--- config.mk ---
export PLATFORM = sky130hd
export DESIGN_NAME = rftmr_timer0
export DESIGN_NICKNAME = d
export VERILOG_FILES = /design/src/rftmr_pkg.sv /design/src/rftmr_timer0.sv
export SDC_FILE = /design/constraint.sdc
export NUM_CORES = 1
export LEC_CHECK = 0
export ABC_AREA = 1
export BUFFER_PORTS_ARGS = -buffer_cell sky130_fd_sc_hd__buf_2
export CAP_MARGIN = 40
export CORE_ASPECT_RATIO = 2
export CORE_MARGIN = 2
export CORE_UTILIZATION = 40
export CTS_CLUSTER_SIZE = 16
export DETAILED_ROUTE_END_ITERATION = 10
export HOLD_SLACK_MARGIN = 0.05
export PLACE_DENSITY = 0.61
export SLEW_MARGIN = 20
export SYNTH_ARGS = -nofsm -noshare
export SYNTH_HDL_FRONTEND = slang
export SYNTH_SLANG_ARGS = --single-unit
--- constraint.sdc ---
create_clock -name ref_clk_i -period 5.24 [get_ports ref_clk_i]
set_input_delay 0.786 -clock ref_clk_i [delete_from_list [all_inputs] [get_ports ref_clk_i]]
set_output_delay 0.786 -clock ref_clk_i [all_outputs]
set_load 0.005 [all_outputs]
--- src/rftmr_pkg.sv ---
// constants, field layout and carriers of the first reader timer unit
// assumes a 25 MHz system clock and a word-indexed Avalon-MM slave port
package rftmr_pkg;

    localparam int unsigned CLK_HZ  = 25_000_000;
    localparam int unsigned FAST_HZ = 13_560_000;
    localparam int unsigned SLOW_HZ = 211_875;
    localparam int unsigned ACC_W   = 24;
    localparam logic [ACC_W-1:0] FAST_INC =
        ACC_W'((64'(FAST_HZ) << ACC_W) / 64'(CLK_HZ));
    localparam logic [ACC_W-1:0] SLOW_INC =
        ACC_W'((64'(SLOW_HZ) << ACC_W) / 64'(CLK_HZ));

    // register indices; byte address is four times the index
    localparam logic [5:0] IDX_RUN_CTL  = 6'h0E;
    localparam logic [5:0] IDX_CONFIG   = 6'h0F;
    localparam logic [5:0] IDX_RELOAD_H = 6'h10;
    localparam logic [5:0] IDX_RELOAD_L = 6'h11;
    localparam logic [5:0] IDX_COUNT_H  = 6'h12;
    localparam logic [5:0] IDX_COUNT_L  = 6'h13;
    localparam logic [5:0] IDX_FLAGS    = 6'h3F;

    // run control layout
    localparam int unsigned RUN_LSB  = 4;
    localparam int unsigned MASK_LSB = 0;

    // config and flags layout
    localparam int unsigned CFG_HALT  = 7;
    localparam int unsigned CFG_START = 4;
    localparam int unsigned CFG_AUTO  = 3;
    localparam int unsigned CFG_CLK   = 0;
    localparam int unsigned FLAG_UF   = 0;

    localparam logic [1:0] START_SW     = 2'h0;
    localparam logic [1:0] START_TX     = 2'h1;
    localparam logic [1:0] START_TRIM   = 2'h2;
    localparam logic [1:0] START_TRIMUF = 2'h3;

    localparam logic [1:0] CLK_FAST = 2'h0;
    localparam logic [1:0] CLK_SLOW = 2'h1;
    localparam logic [1:0] CLK_TWO  = 2'h2;
    localparam logic [1:0] CLK_ONE  = 2'h3;

    localparam logic [7:0]  RST_BYTE  = 8'h00;
    localparam logic [15:0] RST_COUNT = 16'h0000;

    typedef struct packed {
        logic       halt_on_receive;
        logic [1:0] start_mode_sel;
        logic       auto_reload_enable;
        logic [1:0] count_clock_sel;
    } rftmr_cfg_t;

    typedef struct packed {
        logic tx_done;
        logic rx_first_bits;
        logic timer_one_underflow;
        logic timer_two_underflow;
    } rftmr_evt_t;

endpackage

--- src/rftmr_timer0.sv ---
// timer run control register and the complete timer zero down-counter
// assumes same-clock event pulses, a raw slow oscillator pin, Avalon-MM master
//
// Chosen here: the Avalon-MM slave port.
`timescale 1ns/1ns
module rftmr_timer0 (
    input  wire logic                 ref_clk_i,
    input  wire logic                 rst_i,
    input  wire logic [5:0]           avs_address_i,
    input  wire logic                 avs_read_i,
    input  wire logic                 avs_write_i,
    input  wire logic [31:0]          avs_writedata_i,
    input  wire logic [3:0]           avs_byteenable_i,
    output logic      [31:0]          avs_readdata_o,
    output logic                      avs_waitrequest_o,
    input  wire rftmr_pkg::rftmr_evt_t evt_i,
    input  wire logic                 slow_oscillator_i,
    input  wire logic [2:0]           others_active_i,
    output logic      [2:0]           others_start_o,
    output logic      [2:0]           others_stop_o,
    output logic                      timer_zero_active_o,
    output logic                      timer_zero_underflow_o,
    output logic                      underflow_irq_flag_o
);
    import rftmr_pkg::*;

    logic              ack_q;
    logic [31:0]       rdata_q;
    logic              wr_acc;
    logic              wr_run;
    logic              wr_cfg;
    logic              wr_rl_h;
    logic              wr_rl_l;
    logic              wr_flags;
    logic [7:0]        wbyte;
    logic [7:0]        rbyte;
    rftmr_cfg_t        cfg_q;
    logic [7:0]        reload_word_high_q;
    logic [7:0]        reload_word_low_q;
    logic [15:0]       reload_word;
    logic [15:0]       count_q;
    logic              active_q;
    logic              flag_q;
    logic              uf_q;
    logic [2:0]        ostart_q;
    logic [2:0]        ostop_q;
    logic [ACC_W-1:0]  fast_acc_q;
    logic [ACC_W-1:0]  slow_acc_q;
    logic [ACC_W:0]    fast_sum;
    logic [ACC_W:0]    slow_sum;
    logic              fast_tick;
    logic              slow_tick;
    logic              tick;
    logic              osc_meta_q;
    logic              osc_sync_q;
    logic              osc_prev_q;
    logic              osc_rise;
    logic              trim_mode;
    logic              sw_start;
    logic              sw_stop;
    logic              tx_start;
    logic              trim_start;
    logic              trim_stop;
    logic              rx_halt;
    logic              at_zero;
    logic              underflow;
    logic              uf_stop;
    logic              start_evt;

    // register index match
    function automatic logic hit(input logic [5:0] addr, input logic [5:0] idx);
        hit = (addr == idx);
    endfunction

    // one step of a phase accumulator, carry marks a tick
    function automatic logic [ACC_W:0] nco_step(input logic [ACC_W-1:0] acc,
                                                 input logic [ACC_W-1:0] inc);
        nco_step = {1'b0, acc} + {1'b0, inc};
    endfunction

    // bus slave: one wait state, then answer
    assign avs_waitrequest_o = (avs_read_i | avs_write_i) & ~ack_q;
    assign avs_readdata_o    = rdata_q;

    always_ff @(posedge ref_clk_i) begin
        if (rst_i) begin
            ack_q <= 1'b0;
        end else begin
            ack_q <= (avs_read_i | avs_write_i) & ~ack_q;
        end
    end

    assign wr_acc   = avs_write_i & ack_q & avs_byteenable_i[0];
    assign wbyte    = avs_writedata_i[7:0];
    assign wr_run   = wr_acc & hit(avs_address_i, IDX_RUN_CTL);
    assign wr_cfg   = wr_acc & hit(avs_address_i, IDX_CONFIG);
    assign wr_rl_h  = wr_acc & hit(avs_address_i, IDX_RELOAD_H);
    assign wr_rl_l  = wr_acc & hit(avs_address_i, IDX_RELOAD_L);
    assign wr_flags = wr_acc & hit(avs_address_i, IDX_FLAGS);

    // read mux, unmapped reads give zero
    always_comb begin
        rbyte = RST_BYTE;
        if (hit(avs_address_i, IDX_RUN_CTL)) begin
            rbyte = {others_active_i, active_q, 4'h0};
        end else if (hit(avs_address_i, IDX_CONFIG)) begin
            rbyte = {cfg_q.halt_on_receive, 1'b0, cfg_q.start_mode_sel,
                     cfg_q.auto_reload_enable, 1'b0, cfg_q.count_clock_sel};
        end else if (hit(avs_address_i, IDX_RELOAD_H)) begin
            rbyte = reload_word_high_q;
        end else if (hit(avs_address_i, IDX_RELOAD_L)) begin
            rbyte = reload_word_low_q;
        end else if (hit(avs_address_i, IDX_COUNT_H)) begin
            rbyte = count_q[15:8];
        end else if (hit(avs_address_i, IDX_COUNT_L)) begin
            rbyte = count_q[7:0];
        end else if (hit(avs_address_i, IDX_FLAGS)) begin
            rbyte = {7'h00, flag_q};
        end
    end

    always_ff @(posedge ref_clk_i) begin
        if (rst_i) begin
            rdata_q <= 32'h00000000;
        end else if (avs_read_i & ~ack_q) begin
            rdata_q <= {24'h000000, rbyte};
        end
    end

    // configuration register, reserved bits dropped
    always_ff @(posedge ref_clk_i) begin
        if (rst_i) begin
            cfg_q <= rftmr_cfg_t'(6'h00);
        end else if (wr_cfg) begin
            cfg_q.halt_on_receive    <= wbyte[CFG_HALT];
            cfg_q.start_mode_sel     <= wbyte[CFG_START +: 2];
            cfg_q.auto_reload_enable <= wbyte[CFG_AUTO];
            cfg_q.count_clock_sel    <= wbyte[CFG_CLK +: 2];
        end
    end

    // reload bytes, used at a start event and at an auto-reload underflow
    always_ff @(posedge ref_clk_i) begin
        if (rst_i) begin
            reload_word_high_q <= RST_BYTE;
            reload_word_low_q  <= RST_BYTE;
        end else begin
            if (wr_rl_h) begin
                reload_word_high_q <= wbyte;
            end
            if (wr_rl_l) begin
                reload_word_low_q <= wbyte;
            end
        end
    end

    assign reload_word = {reload_word_high_q, reload_word_low_q};

    // count clock generators
    assign fast_sum = nco_step(fast_acc_q, FAST_INC);
    assign slow_sum = nco_step(slow_acc_q, SLOW_INC);

    always_ff @(posedge ref_clk_i) begin
        if (rst_i) begin
            fast_acc_q <= '0;
            slow_acc_q <= '0;
        end else begin
            fast_acc_q <= fast_sum[ACC_W-1:0];
            slow_acc_q <= slow_sum[ACC_W-1:0];
        end
    end

    assign fast_tick = fast_sum[ACC_W];
    assign slow_tick = slow_sum[ACC_W];

    always_comb begin
        tick = 1'b0;
        case (cfg_q.count_clock_sel)
            CLK_FAST: tick = fast_tick;
            CLK_SLOW: tick = slow_tick;
            CLK_TWO:  tick = evt_i.timer_two_underflow;
            CLK_ONE:  tick = evt_i.timer_one_underflow;
            default:  tick = 1'b0;
        endcase
    end

    // slow oscillator pin synchroniser and edge
    always_ff @(posedge ref_clk_i) begin
        if (rst_i) begin
            osc_meta_q <= 1'b0;
            osc_sync_q <= 1'b0;
            osc_prev_q <= 1'b0;
        end else begin
            osc_meta_q <= slow_oscillator_i;
            osc_sync_q <= osc_meta_q;
            osc_prev_q <= osc_sync_q;
        end
    end

    assign osc_rise = osc_sync_q & ~osc_prev_q;

    // start and stop causes
    assign trim_mode  = cfg_q.start_mode_sel[1];
    assign sw_start   = wr_run & wbyte[MASK_LSB] & wbyte[RUN_LSB];
    assign sw_stop    = wr_run & wbyte[MASK_LSB] & ~wbyte[RUN_LSB];
    assign tx_start   = ~active_q & (cfg_q.start_mode_sel == START_TX)
                        & evt_i.tx_done;
    assign trim_start = trim_mode & osc_rise & ~active_q;
    assign trim_stop  = trim_mode & osc_rise & active_q;
    assign rx_halt    = active_q & cfg_q.halt_on_receive & ~trim_mode
                        & evt_i.rx_first_bits;
    assign at_zero    = (count_q == RST_COUNT);
    assign underflow  = active_q & tick & at_zero
                        & (cfg_q.start_mode_sel != START_TRIM);
    assign uf_stop    = underflow & ~cfg_q.auto_reload_enable;
    assign start_evt  = sw_start | tx_start | trim_start;

    // running status
    always_ff @(posedge ref_clk_i) begin
        if (rst_i) begin
            active_q <= 1'b0;
        end else if (sw_start) begin
            active_q <= 1'b1;
        end else if (sw_stop) begin
            active_q <= 1'b0;
        end else if (tx_start | trim_start) begin
            active_q <= 1'b1;
        end else if (rx_halt | trim_stop | uf_stop) begin
            active_q <= 1'b0;
        end
    end

    // down-counter
    always_ff @(posedge ref_clk_i) begin
        if (rst_i) begin
            count_q <= RST_COUNT;
        end else if (start_evt) begin
            count_q <= reload_word;
        end else if (active_q & tick & ~sw_stop) begin
            if (!at_zero) begin
                count_q <= count_q - 16'h0001;
            end else if (underflow & cfg_q.auto_reload_enable) begin
                count_q <= reload_word;
            end
        end
    end

    // underflow flag, set wins over clear
    always_ff @(posedge ref_clk_i) begin
        if (rst_i) begin
            flag_q <= 1'b0;
        end else if (underflow) begin
            flag_q <= 1'b1;
        end else if (wr_flags & wbyte[FLAG_UF]) begin
            flag_q <= 1'b0;
        end
    end

    // underflow pulse for cascading
    always_ff @(posedge ref_clk_i) begin
        if (rst_i) begin
            uf_q <= 1'b0;
        end else begin
            uf_q <= underflow;
        end
    end

    // masked start and stop requests to the other timers
    always_ff @(posedge ref_clk_i) begin
        if (rst_i) begin
            ostart_q <= 3'h0;
            ostop_q  <= 3'h0;
        end else if (wr_run) begin
            ostart_q <= wbyte[MASK_LSB+1 +: 3] & wbyte[RUN_LSB+1 +: 3];
            ostop_q  <= wbyte[MASK_LSB+1 +: 3] & ~wbyte[RUN_LSB+1 +: 3];
        end else begin
            ostart_q <= 3'h0;
            ostop_q  <= 3'h0;
        end
    end

    assign others_start_o         = ostart_q;
    assign others_stop_o          = ostop_q;
    assign timer_zero_active_o    = active_q;
    assign timer_zero_underflow_o = uf_q;
    assign underflow_irq_flag_o   = flag_q;

endmodule

==> results.md, run 1 <==
* Logic pwr share at 14.5%
* Leakage at 2.83 nW
* Switch Pwr at 559 uW
* Detailed Place HPWL at 12100 um
* CTS tree: built
* Crit path DAT at 2.83 ns
* Layout Cells excl Fill at 1086
* Cell Area, Synth at 5680 um^2
* F_max at 0.387 GHz
* Post-synth top area share at 37.4%
* Delay-heaviest family, CP: simple AND/OR/NAND/NOR gates
* Sw Ratio at 29.6%
* First-pass GRT wire length at 24800 um
* Total number of vias at 5374
* H-tree depth at 3
* Final WL at 15500 um
* Setup CP Type: in -> reg
* Clock Latency Late Sink at 0.35 ns
* Initial DRC count at 275
* Inserted Clock Buffers at 9
* Critical-path top delay cell: nor2_1
* Initial antenna violation count at 0
* Flop pwr share at 48.3%
* Largest net degree at the start of global routing at 36
* Design area at 6290 um^2
* Dpl cell area at 5990 um^2
* Number of synthesized register bits at 106
* Endpoints failing setup at 0
* TNS Setup at 0 ns
* Layout Nets at 950
* CTS root buf: clkbuf_16
* Placement Setup Slack at 2.28 ns
* Filler instances at 1555
* Status: complete, no violations
* Worst slew pin tran at 0.810 ns
* Area of the core at 13900 um^2
* Relative slew slack at 45.5%
* I/O pins at 96
* Min-delay worst type: reg -> reg
* CTS Buffer Depth at 2
* Clock Pin Slew Worst Setup and Hold Paths at 0.07 ns
* Effective utilization at floorplan at 40.9%
* Die Ht at 173 um
* Tmin final at 2.58 ns
* Max incr delay on CP at 0.58 ns
* Clock share of power at 37.2%
* Final Hold Fails at 0
* Seq/Total Area, Yosys at 37.4%
* Final core utilization at 45.3%
* Library cells used by synthesis at 45
* Crit path top cell by count: inv_1
* Cell taking the most area after synthesis: dfxtp_1
* GR Overflow Total at 0
* Max Cap Viol at 0
* Crit Path Max Fanout at 11
* Crit-path cells: buf_2, nor2_1, inv_1, nor4_1, buf_4, inv_1, nor2_1, inv_1, o21ai_0, a21oi_1
* ANT cells at 0
* TritonCTS Sinks at 106
* CP bufs+invs at 5
* CP required at 5.48 ns
* Die ar. at 15200 um^2
* RSZ-0062 raised after global routing: false
* Power density over the cells at 300 nW/um^2
* Most frequent cells in the layout: nand2_1, nor2_1, inv_1
* YS warnings at 0
* Post-route clock period utilization at 49.3%
* Layout cells sized above 1 at 9.92%
* Syn Area/Cell at 6.67 um^2
* Vias in the first global route at 5253
* Postcts setup bufs at 0
* Final WS setup at 2.66 ns
* Placed cell count at 1070
* Final GP Congestion at 0.921
* DIE WIDTH at 88.3 um
* Buffers added on ports at 44
* Syn-to-layout area delta at 10.8%
* Hold Buf Count CTS at 0
* Most common cell after layout, fill and taps aside: nand2_1
* Pre-Repair DR Iteration Count at 4
* Crit. End Element: flip-flop
* Worst vdd ir at 0.167 mV
* Post-route ant nets at 0
* Vias per cell at 4.95
* Post-cts sizing count at 0
* Site Rows at 61
* Slew Limit Fails at 0
* GRT Total Usage at 21.1%
* Startpoint type of the worst setup path: input port
* Post-Synthesis Cells at 852
* Per-cell routed wire length at 14.2 um
* Pint at 1.33 mW
* DRC violations left at 0
* Synth area leaders: dfxtp_1, nand2_1, nor2_1
* Skew final at 0.00843 ns
==> path summary, 6_finish.rpt <==
kind | from | to | slack (ns) | depth (start not counted)
setup / recovery | avs_address_i[2] | reload_word_high_q[3] | 2.66 | 10
hold / removal | osc_meta_q | osc_sync_q | 0.40 | 2
setup reg to reg | fast_acc_q[0] | count_q[15] | 2.76 | 14
hold reg to reg | osc_meta_q | osc_sync_q | 0.40 | 2
==> kinds of logic after synthesis <==
family	after synthesis	synth area share (%)
AOI/OAI and AO/OA	191	18.1
xor gates and xnor gates	10	1.54
other	1	0.0660
and+or+nand+nor	376	29.1
DFF	106	37.4
buffers and inverters	164	13.0
adders and majority gates	4	0.881
==> worst register-to-register path, stage by stage (launching register included) <==
cell and delay [ns]:
dfxtp_1 0.36, ha_1 0.18, nand2_1 0.07, nand2_1 0.11
o21ai_0 0.13, nand2_1 0.14, nand3_1 0.08, nand3_1 0.15
inv_1 0.06, nor2_1 0.15, nand4_1 0.10, nand2_1 0.46
nand2_1 0.22, nor2_1 0.14, nor2_1 0.06
==> cell usage after synthesis (all sizes together) <==
library cell	instances
buf	32
and2	1
dfxtp	106
a221oi	3
o211ai	5
clkbuf	12
and3	1
ha	4
o22ai	7
o21a	3
nand2	152
a41oi	1
nand4	9
nor2	141
xor2	10
a21oi	81
a31oi	5
o21ai	82
o31ai	2
o221ai	2
nand3b	1
nand3	49
nor4	8
inv	120
conb	1
or2	1
nor3	13
==> state kept, by name, summed over array words and instances (netlist names), 3 cells and up <==
register	flops
avs_readdata_o	8
reload_word_low_q	8
reload_word_high_q	8
count_q	16
cfg_q	6
fast_acc_q	24
others_stop_o	3
slow_acc_q	23
others_start_o	3
==> per-stage QoR <==
step / power [mW] / hold slack [ns]
global route: 1.99 / 0.425
global placement: 1.20 / 0.398
floorplan: 1.14 / 0.388
detailed placement: 1.21 / 0.395
CTS: 1.91 / 0.404
finish: 1.89 / 0.405
==> layer usage <==
metal | GRT usage, % | vias up | share of wire, %
met4 | 15.0 | 0 | 6.6
met1 | 19.3 | 2409 | 35
met3 | 3.60 | 46 | 3.0
met5 | 0 | - | 0
li1 | - | 2802 | -
met2 | 39.4 | 117 | 55
==> area by class of cell <==
class,instances,area (um^2),area share [%]
clock buffers,9,225,3.58
clock inverters,7,76.3,1.21
inverters,120,453,7.20
multi-input cells,605,2910,46.2
flip-flops and latches,106,2120,33.7
well taps,189,236,3.76
repair buffers,50,273,4.33
==> power by group through the flow <==
| stage | clock network [mW] | logic, mW | registers [mW] |
|---|---|---|---|
| final | 0.702 | 0.274 | 0.912 |
| after global routing | 0.750 | 0.320 | 0.923 |
| after CTS | 0.719 | 0.276 | 0.913 |
| after detailed placement | 0 | 0.275 | 0.932 |
| after global placement | 0 | 0.270 | 0.931 |
| after floorplan | 0 | 0.220 | 0.919 |
Power figures use the tool's default switching activity.
==> inputs of run 2 (changes only) <==
Clock period 5.24 ns to 2.65 ns, I/O delays scaled along.
==> run 2 against run 1 <==
  * Utilization is 0.090 points higher
  * Sequential share of layout area is 0.067 points lower
  * Critical path type is now reg -> reg
  * Hold slack worse by 0.19 ns
  * Register-to-register slack worse by 2.3 ns
  * Setup slack worse by 2.2 ns
  * Clock skew is 0.0015 ns higher
  * Power is 92% higher
  * Largest power group unchanged
==> results.md, run 2 (same netlist as run 1, synthesis figures left out) <==
* Status: complete, no violations
* GRT Total Usage at 20.9%
* R2r worst-path depth at 12
* Final Hold Fails at 0
* RSZ-0062 raised after global routing: false
* RR Endpoint: count_q[9]
* Clock Latency Late Sink at 0.35 ns
* Most flop-heavy register: fast_acc_q
* Buffers added on ports at 44
* Syn-to-layout area delta at 11.0%
* CTS Buffer Depth at 2
* Detailed Place HPWL at 12200 um
* Worst vdd ir at 0.320 mV
* ANT cells at 0
* First-pass GRT wire length at 24700 um
* Worst slew pin tran at 0.517 ns
* Startpoint type of the worst setup path: flip-flop
* RR Startpoint: count_q[0]
* CP required at 2.94 ns
* Vias per cell at 4.93
* Crit Path Max Fanout at 13
* Area of the core at 13900 um^2
* Initial DRC count at 256
* Min-delay worst type: in -> reg
* Final WL at 15500 um
* Filler instances at 1559
* Biggest regs: fast_acc_q: 24 flops, slow_acc_q: 23 flops, count_q: 16 flops
* Setup CP Type: reg -> reg
* Site Rows at 61
* Multi-input logic area at 2910 um^2
* DRC violations left at 0
* Power density over the cells at 576 nW/um^2
* Skew final at 0.00997 ns
* CTS tree: built
* Postcts setup bufs at 0
* Final core utilization at 45.4%
* Vias in the first global route at 5095
* TNS Setup at 0 ns
* Slew Limit Fails at 0
* Die Ht at 173 um
* Total number of vias at 5387
* Pre-Repair DR Iteration Count at 4
* TritonCTS Sinks at 106
* Post-route ant nets at 0
* Endpoints failing setup at 0
* Most common cell after layout, fill and taps aside: nand2_1
* Die ar. at 15200 um^2
* I/O pins at 96
* Tmin final at 2.17 ns
* Post-cts sizing count at 0
* Relative slew slack at 65.3%
* Layout Nets at 956
* Clock Pin Slew Worst Setup and Hold Paths at 0.07 ns
* Hold Buf Count CTS at 0
* Crit. End Element: flip-flop
* Hold-critical path endpoint: others_stop_o[1]
* Layout Cells excl Fill at 1092
* Crit path DAT at 2.46 ns
* Effective utilization at floorplan at 40.9%
* Post-route clock period utilization at 81.9%
* Initial antenna violation count at 0
* Placed cell count at 1076
* Hold Crit Depth at 2
* GR Overflow Total at 0
* Max FFs per register at 24
* Hold Crit Start: avs_writedata_i[6]
* Layout cells sized above 1 at 10.5%
* Per-cell routed wire length at 14.2 um
* Max Cap Viol at 0
* Final GP Congestion at 0.907
* F_max at 0.461 GHz
* DIE WIDTH at 88.3 um
* Most frequent cells in the layout: nand2_1, nor2_1, inv_1
* Largest net degree at the start of global routing at 44
* H-tree depth at 3
* Sequential cell area at 2120 um^2
* Inserted Clock Buffers at 9
* CTS root buf: clkbuf_16
* Leakage at 2.85 nW
* R2R Setup Slk at 0.48 ns
-- run 2: changes by cell type in the layout (fill, tap and decap cells not counted) --
cell,previous run,this run
bufinv_16,1,0
buf_4,5,12
clkinv_2,1,2
buf_8,1,0
-- run 2: area by class of cell --
type,count,share of cell area (%)
inverters,120,7.18
multi-input cells,605,46.1
clock buffers,9,3.57
repair buffers,56,4.92
well taps,189,3.75
flip-flops and latches,106,33.7
clock inverters,7,0.814
-- run 2: how the worst max path moves through the flow --
| stage | slack [ns] | end | depth (start not counted) | from |
|---|---|---|---|---|
| floorplan | 0.83 | count_q[8] | 13 | count_q[0] |
| global placement | 0.50 | count_q[8] | 12 | count_q[0] |
| detailed placement | 0.49 | count_q[15] | 13 | fast_acc_q[0] |
| CTS | 0.48 | count_q[15] | 13 | fast_acc_q[0] |
| global route | 0.19 | count_q[4] | 12 | count_q[0] |
| finish | 0.48 | count_q[9] | 12 | count_q[0] |
-- run 2: routing by layer --
metal	vias up	global-route usage [%]	part of all wire, %
met3	41	2.50	2.8
li1	2812	-	-
met2	97	39.9	57
met5	-	0	0
met4	0	11.2	4.9
met1	2437	20.5	36
-- run 2: power by group --
group | switching, mW | internal [mW]
Clock | 0.636 | 0.644
Sequential | 0.100 | 1.71
Combinational | 0.360 | 0.183
Total | 1.10 | 2.53
-- run 2: metrics by stage --
stage	power [mW]	instance area, um^2	hold WS (ns)	worst slack [ns]
after floorplan	2.25	5770	0.388	0.834
after global placement	2.38	6030	0.394	0.500
after detailed placement	2.39	6030	0.393	0.485
after CTS	3.66	6300	0.202	0.476
after global routing	3.82	6300	0.208	0.194
final	3.63	6300	0.211	0.479
-- run 2: critical path, stage by stage (launching register included) --
cell,delay [ns]
dfxtp_1,0.35
inv_1,0.18
ha_1,0.26
inv_1,0.07
nor3_1,0.21
nand4_2,0.25
nor2_2,0.17
nand4_1,0.11
nand2_1,0.09
nand2_2,0.09
nand2_4,0.17
nor2_1,0.06
nor2_1,0.10
==> inputs of run 3 (changes only) <==
Settings changed: PLACE_DENSITY 0.61 to 0.63.
Clock period 2.65 ns to 1.9 ns, I/O delays scaled along.
==> run 3 against run 2 <==
  * Maximum frequency is 16% higher
  * Design area is 19% higher
  * Routed wire length is 14% higher
  * Largest cell class unchanged
  * Count of clock-buffer cells in the layout stayed put
  * Critical path depth is 2 higher
  * Clock skew is 0.0043 ns higher
  * Via count is 9.5% higher
  * Combinational power is 95% higher
  * Setup slack worse by 0.46 ns
  * Register-to-register slack worse by 0.46 ns
  * Sequential power is 39% higher
  * Sequential share of layout area is 5.1 points lower
  * Critical endpoint is now count_q[10]
==> results.md, run 3 (same netlist as run 1, synthesis figures left out) <==
* Logic pwr share at 19.5%
* Startpoint type of the worst setup path: flip-flop
* Post-route clock period utilization at 98.8%
* Post-route ant nets at 0
* Most common cell after layout, fill and taps aside: nand2_1
* Die Ht at 173 um
* Site Rows at 61
* F_max at 0.533 GHz
* Effective utilization at floorplan at 40.9%
* Max Cap Viol at 0
* Power density over the cells at 725 nW/um^2
* Biggest regs: fast_acc_q: 24 flops, slow_acc_q: 23 flops, count_q: 16 flops
* Global-route layer with the greatest usage: met2
* Switch Pwr at 1.71 mW
* GR Overflow Total at 0
* RSZ-0062 raised after global routing: true
* Filler instances at 1442
* Largest net degree at the start of global routing at 34
* TritonCTS Sinks at 106
* Grt met1 use at 21.8%
* Total number of vias at 5900
* RR Startpoint: fast_acc_q[1]
* Skew final at 0.0143 ns
* Setup crit end: count_q[10]
* R2r worst-path depth at 14
* CTS tree: built
* Endpoints failing setup at 0
* Clock Latency Late Sink at 0.36 ns
* Setup CP Type: reg -> reg
* Inserted Clock Buffers at 9
* Clock Pin Slew Worst Setup and Hold Paths at 0.08 ns
* CTS root buf: clkbuf_16
* Buffers added on ports at 44
* Syn-to-layout area delta at 32.4%
* Min-delay worst type: in -> reg
* Status: complete, no violations
* Total power at 5.45 mW
* Pre-Repair DR Iteration Count at 5
* CP required at 2.16 ns
* CTS Buffer Depth at 2
* ANT cells at 0
* Final Hold Fails at 0
* Final WL at 17700 um
* Crit. End Element: flip-flop
* Placement Setup Slack at -0.174 ns
* Max FFs per register at 24
* Worst vdd ir at 0.536 mV
* Pint at 3.74 mW
* Flop pwr share at 46.2%
* Layout cells sized above 1 at 29.0%
* Crit path DAT at 2.13 ns
* Die ar. at 15200 um^2
* Tmin final at 1.88 ns
* Dpl cell area at 6600 um^2
* RR Endpoint: count_q[10]
* Layout Nets at 1045
* Design area at 7520 um^2
* Initial DRC count at 285
* Final WS setup at 0.0228 ns
* Crit Path Max Fanout at 7
* H-tree depth at 3
* Crit. Startpoint: fast_acc_q[1]
* I/O pins at 96
* Per-cell routed wire length at 15.0 um
* Leakage at 3.42 nW
* Most flop-heavy register: fast_acc_q
* Final GP Congestion at 0.954
* Final core utilization at 54.1%
* Vias in the first global route at 5569
* DRC violations left at 0
* TNS Setup at 0 ns
* GRT Total Usage at 22.7%
* Sw Ratio at 31.4%
* Clock share of power at 34.3%
* Slew Limit Fails at 0
* Vias per cell at 5.00
* Most frequent cells in the layout: nand2_1, nor2_1, inv_1
* First-pass GRT wire length at 26800 um
* Grt met3 use at 3.74%
* DIE WIDTH at 88.3 um
* Grt met2 use at 42.7%
* Initial antenna violation count at 0
* Detailed Place HPWL at 13100 um
* Area of the core at 13900 um^2
* R2R Setup Slk at 0.02 ns
## run 3: stage by stage
| stage | std cells | hold slack [ns] |
|---|---|---|
| floorplan | 875 | 0.357 |
| global placement | 1149 | 0.395 |
| detailed placement | 1149 | 0.399 |
| CTS | 1168 | 0.0788 |
| global route | 1181 | 0.0764 |
| finish | 1181 | 0.0808 |
## run 3: layer usage
layer	part of all wire (%)	wire length, um
met1	34	6020
met2	56	9920
met3	3.8	667
met4	6.1	1080
met5	0	0
## run 3: worst min-delay path by stage
stage / start / slack (ns) / depth (start not counted) / end
5_1_grt: avs_writedata_i[6] / 0.08 / 2 / others_stop_o[1]
4_1_cts: avs_writedata_i[6] / 0.08 / 2 / others_stop_o[1]
3_5_place_dp: osc_meta_q / 0.40 / 2 / osc_sync_q
6_report: avs_writedata_i[6] / 0.08 / 2 / others_stop_o[1]
3_3_place_gp: osc_meta_q / 0.39 / 2 / osc_sync_q
2_1_floorplan: avs_writedata_i[5] / 0.36 / 1 / others_stop_o[0]
## run 3: power by group through the flow
stage | clock, mW | sequential (mW) | combinational [mW]
3_3_place_gp | 0 | 2.54 | 0.908
4_1_cts | 1.92 | 2.50 | 0.937
6_report | 1.87 | 2.52 | 1.06
5_1_grt | 2.01 | 2.54 | 1.20
3_5_place_dp | 0 | 2.55 | 0.923
2_1_floorplan | 0 | 2.53 | 0.607
## run 3: worst max-delay path, stage by stage (launching register included)
cell	delay, ns
dfxtp_2	0.34
ha_4	0.16
nand2_4	0.07
nand2_4	0.07
o21ai_4	0.17
nand2_2	0.09
nand3_2	0.06
nand3_2	0.08
buf_6	0.13
nand4_1	0.10
nand2_2	0.10
nand2_8	0.12
nand2_8	0.11
nor2_4	0.11
nor2_1	0.04
## run 3: cell type report
type | instances | area (um^2) | share of cell area [%]
Multi-Input combinational cell | 606 | 3370 | 44.9
Sequential cell | 106 | 2140 | 28.5
Inverter | 120 | 453 | 6.02
Tap cell | 189 | 236 | 3.14
Timing Repair Buffer | 144 | 1020 | 13.5
Clock buffer | 9 | 225 | 2.99
Clock inverter | 7 | 71.3 | 0.948
## run 3: timing repair
item / 4_1_cts / 5_1_grt
cloned: 1 / 1
pin swaps: 7 / 34
gates resized for setup: 20 / 121
endpoints found under the setup margin: 23 / 31
hold buffers: 0 / 0
buffers inserted: 2 / 12
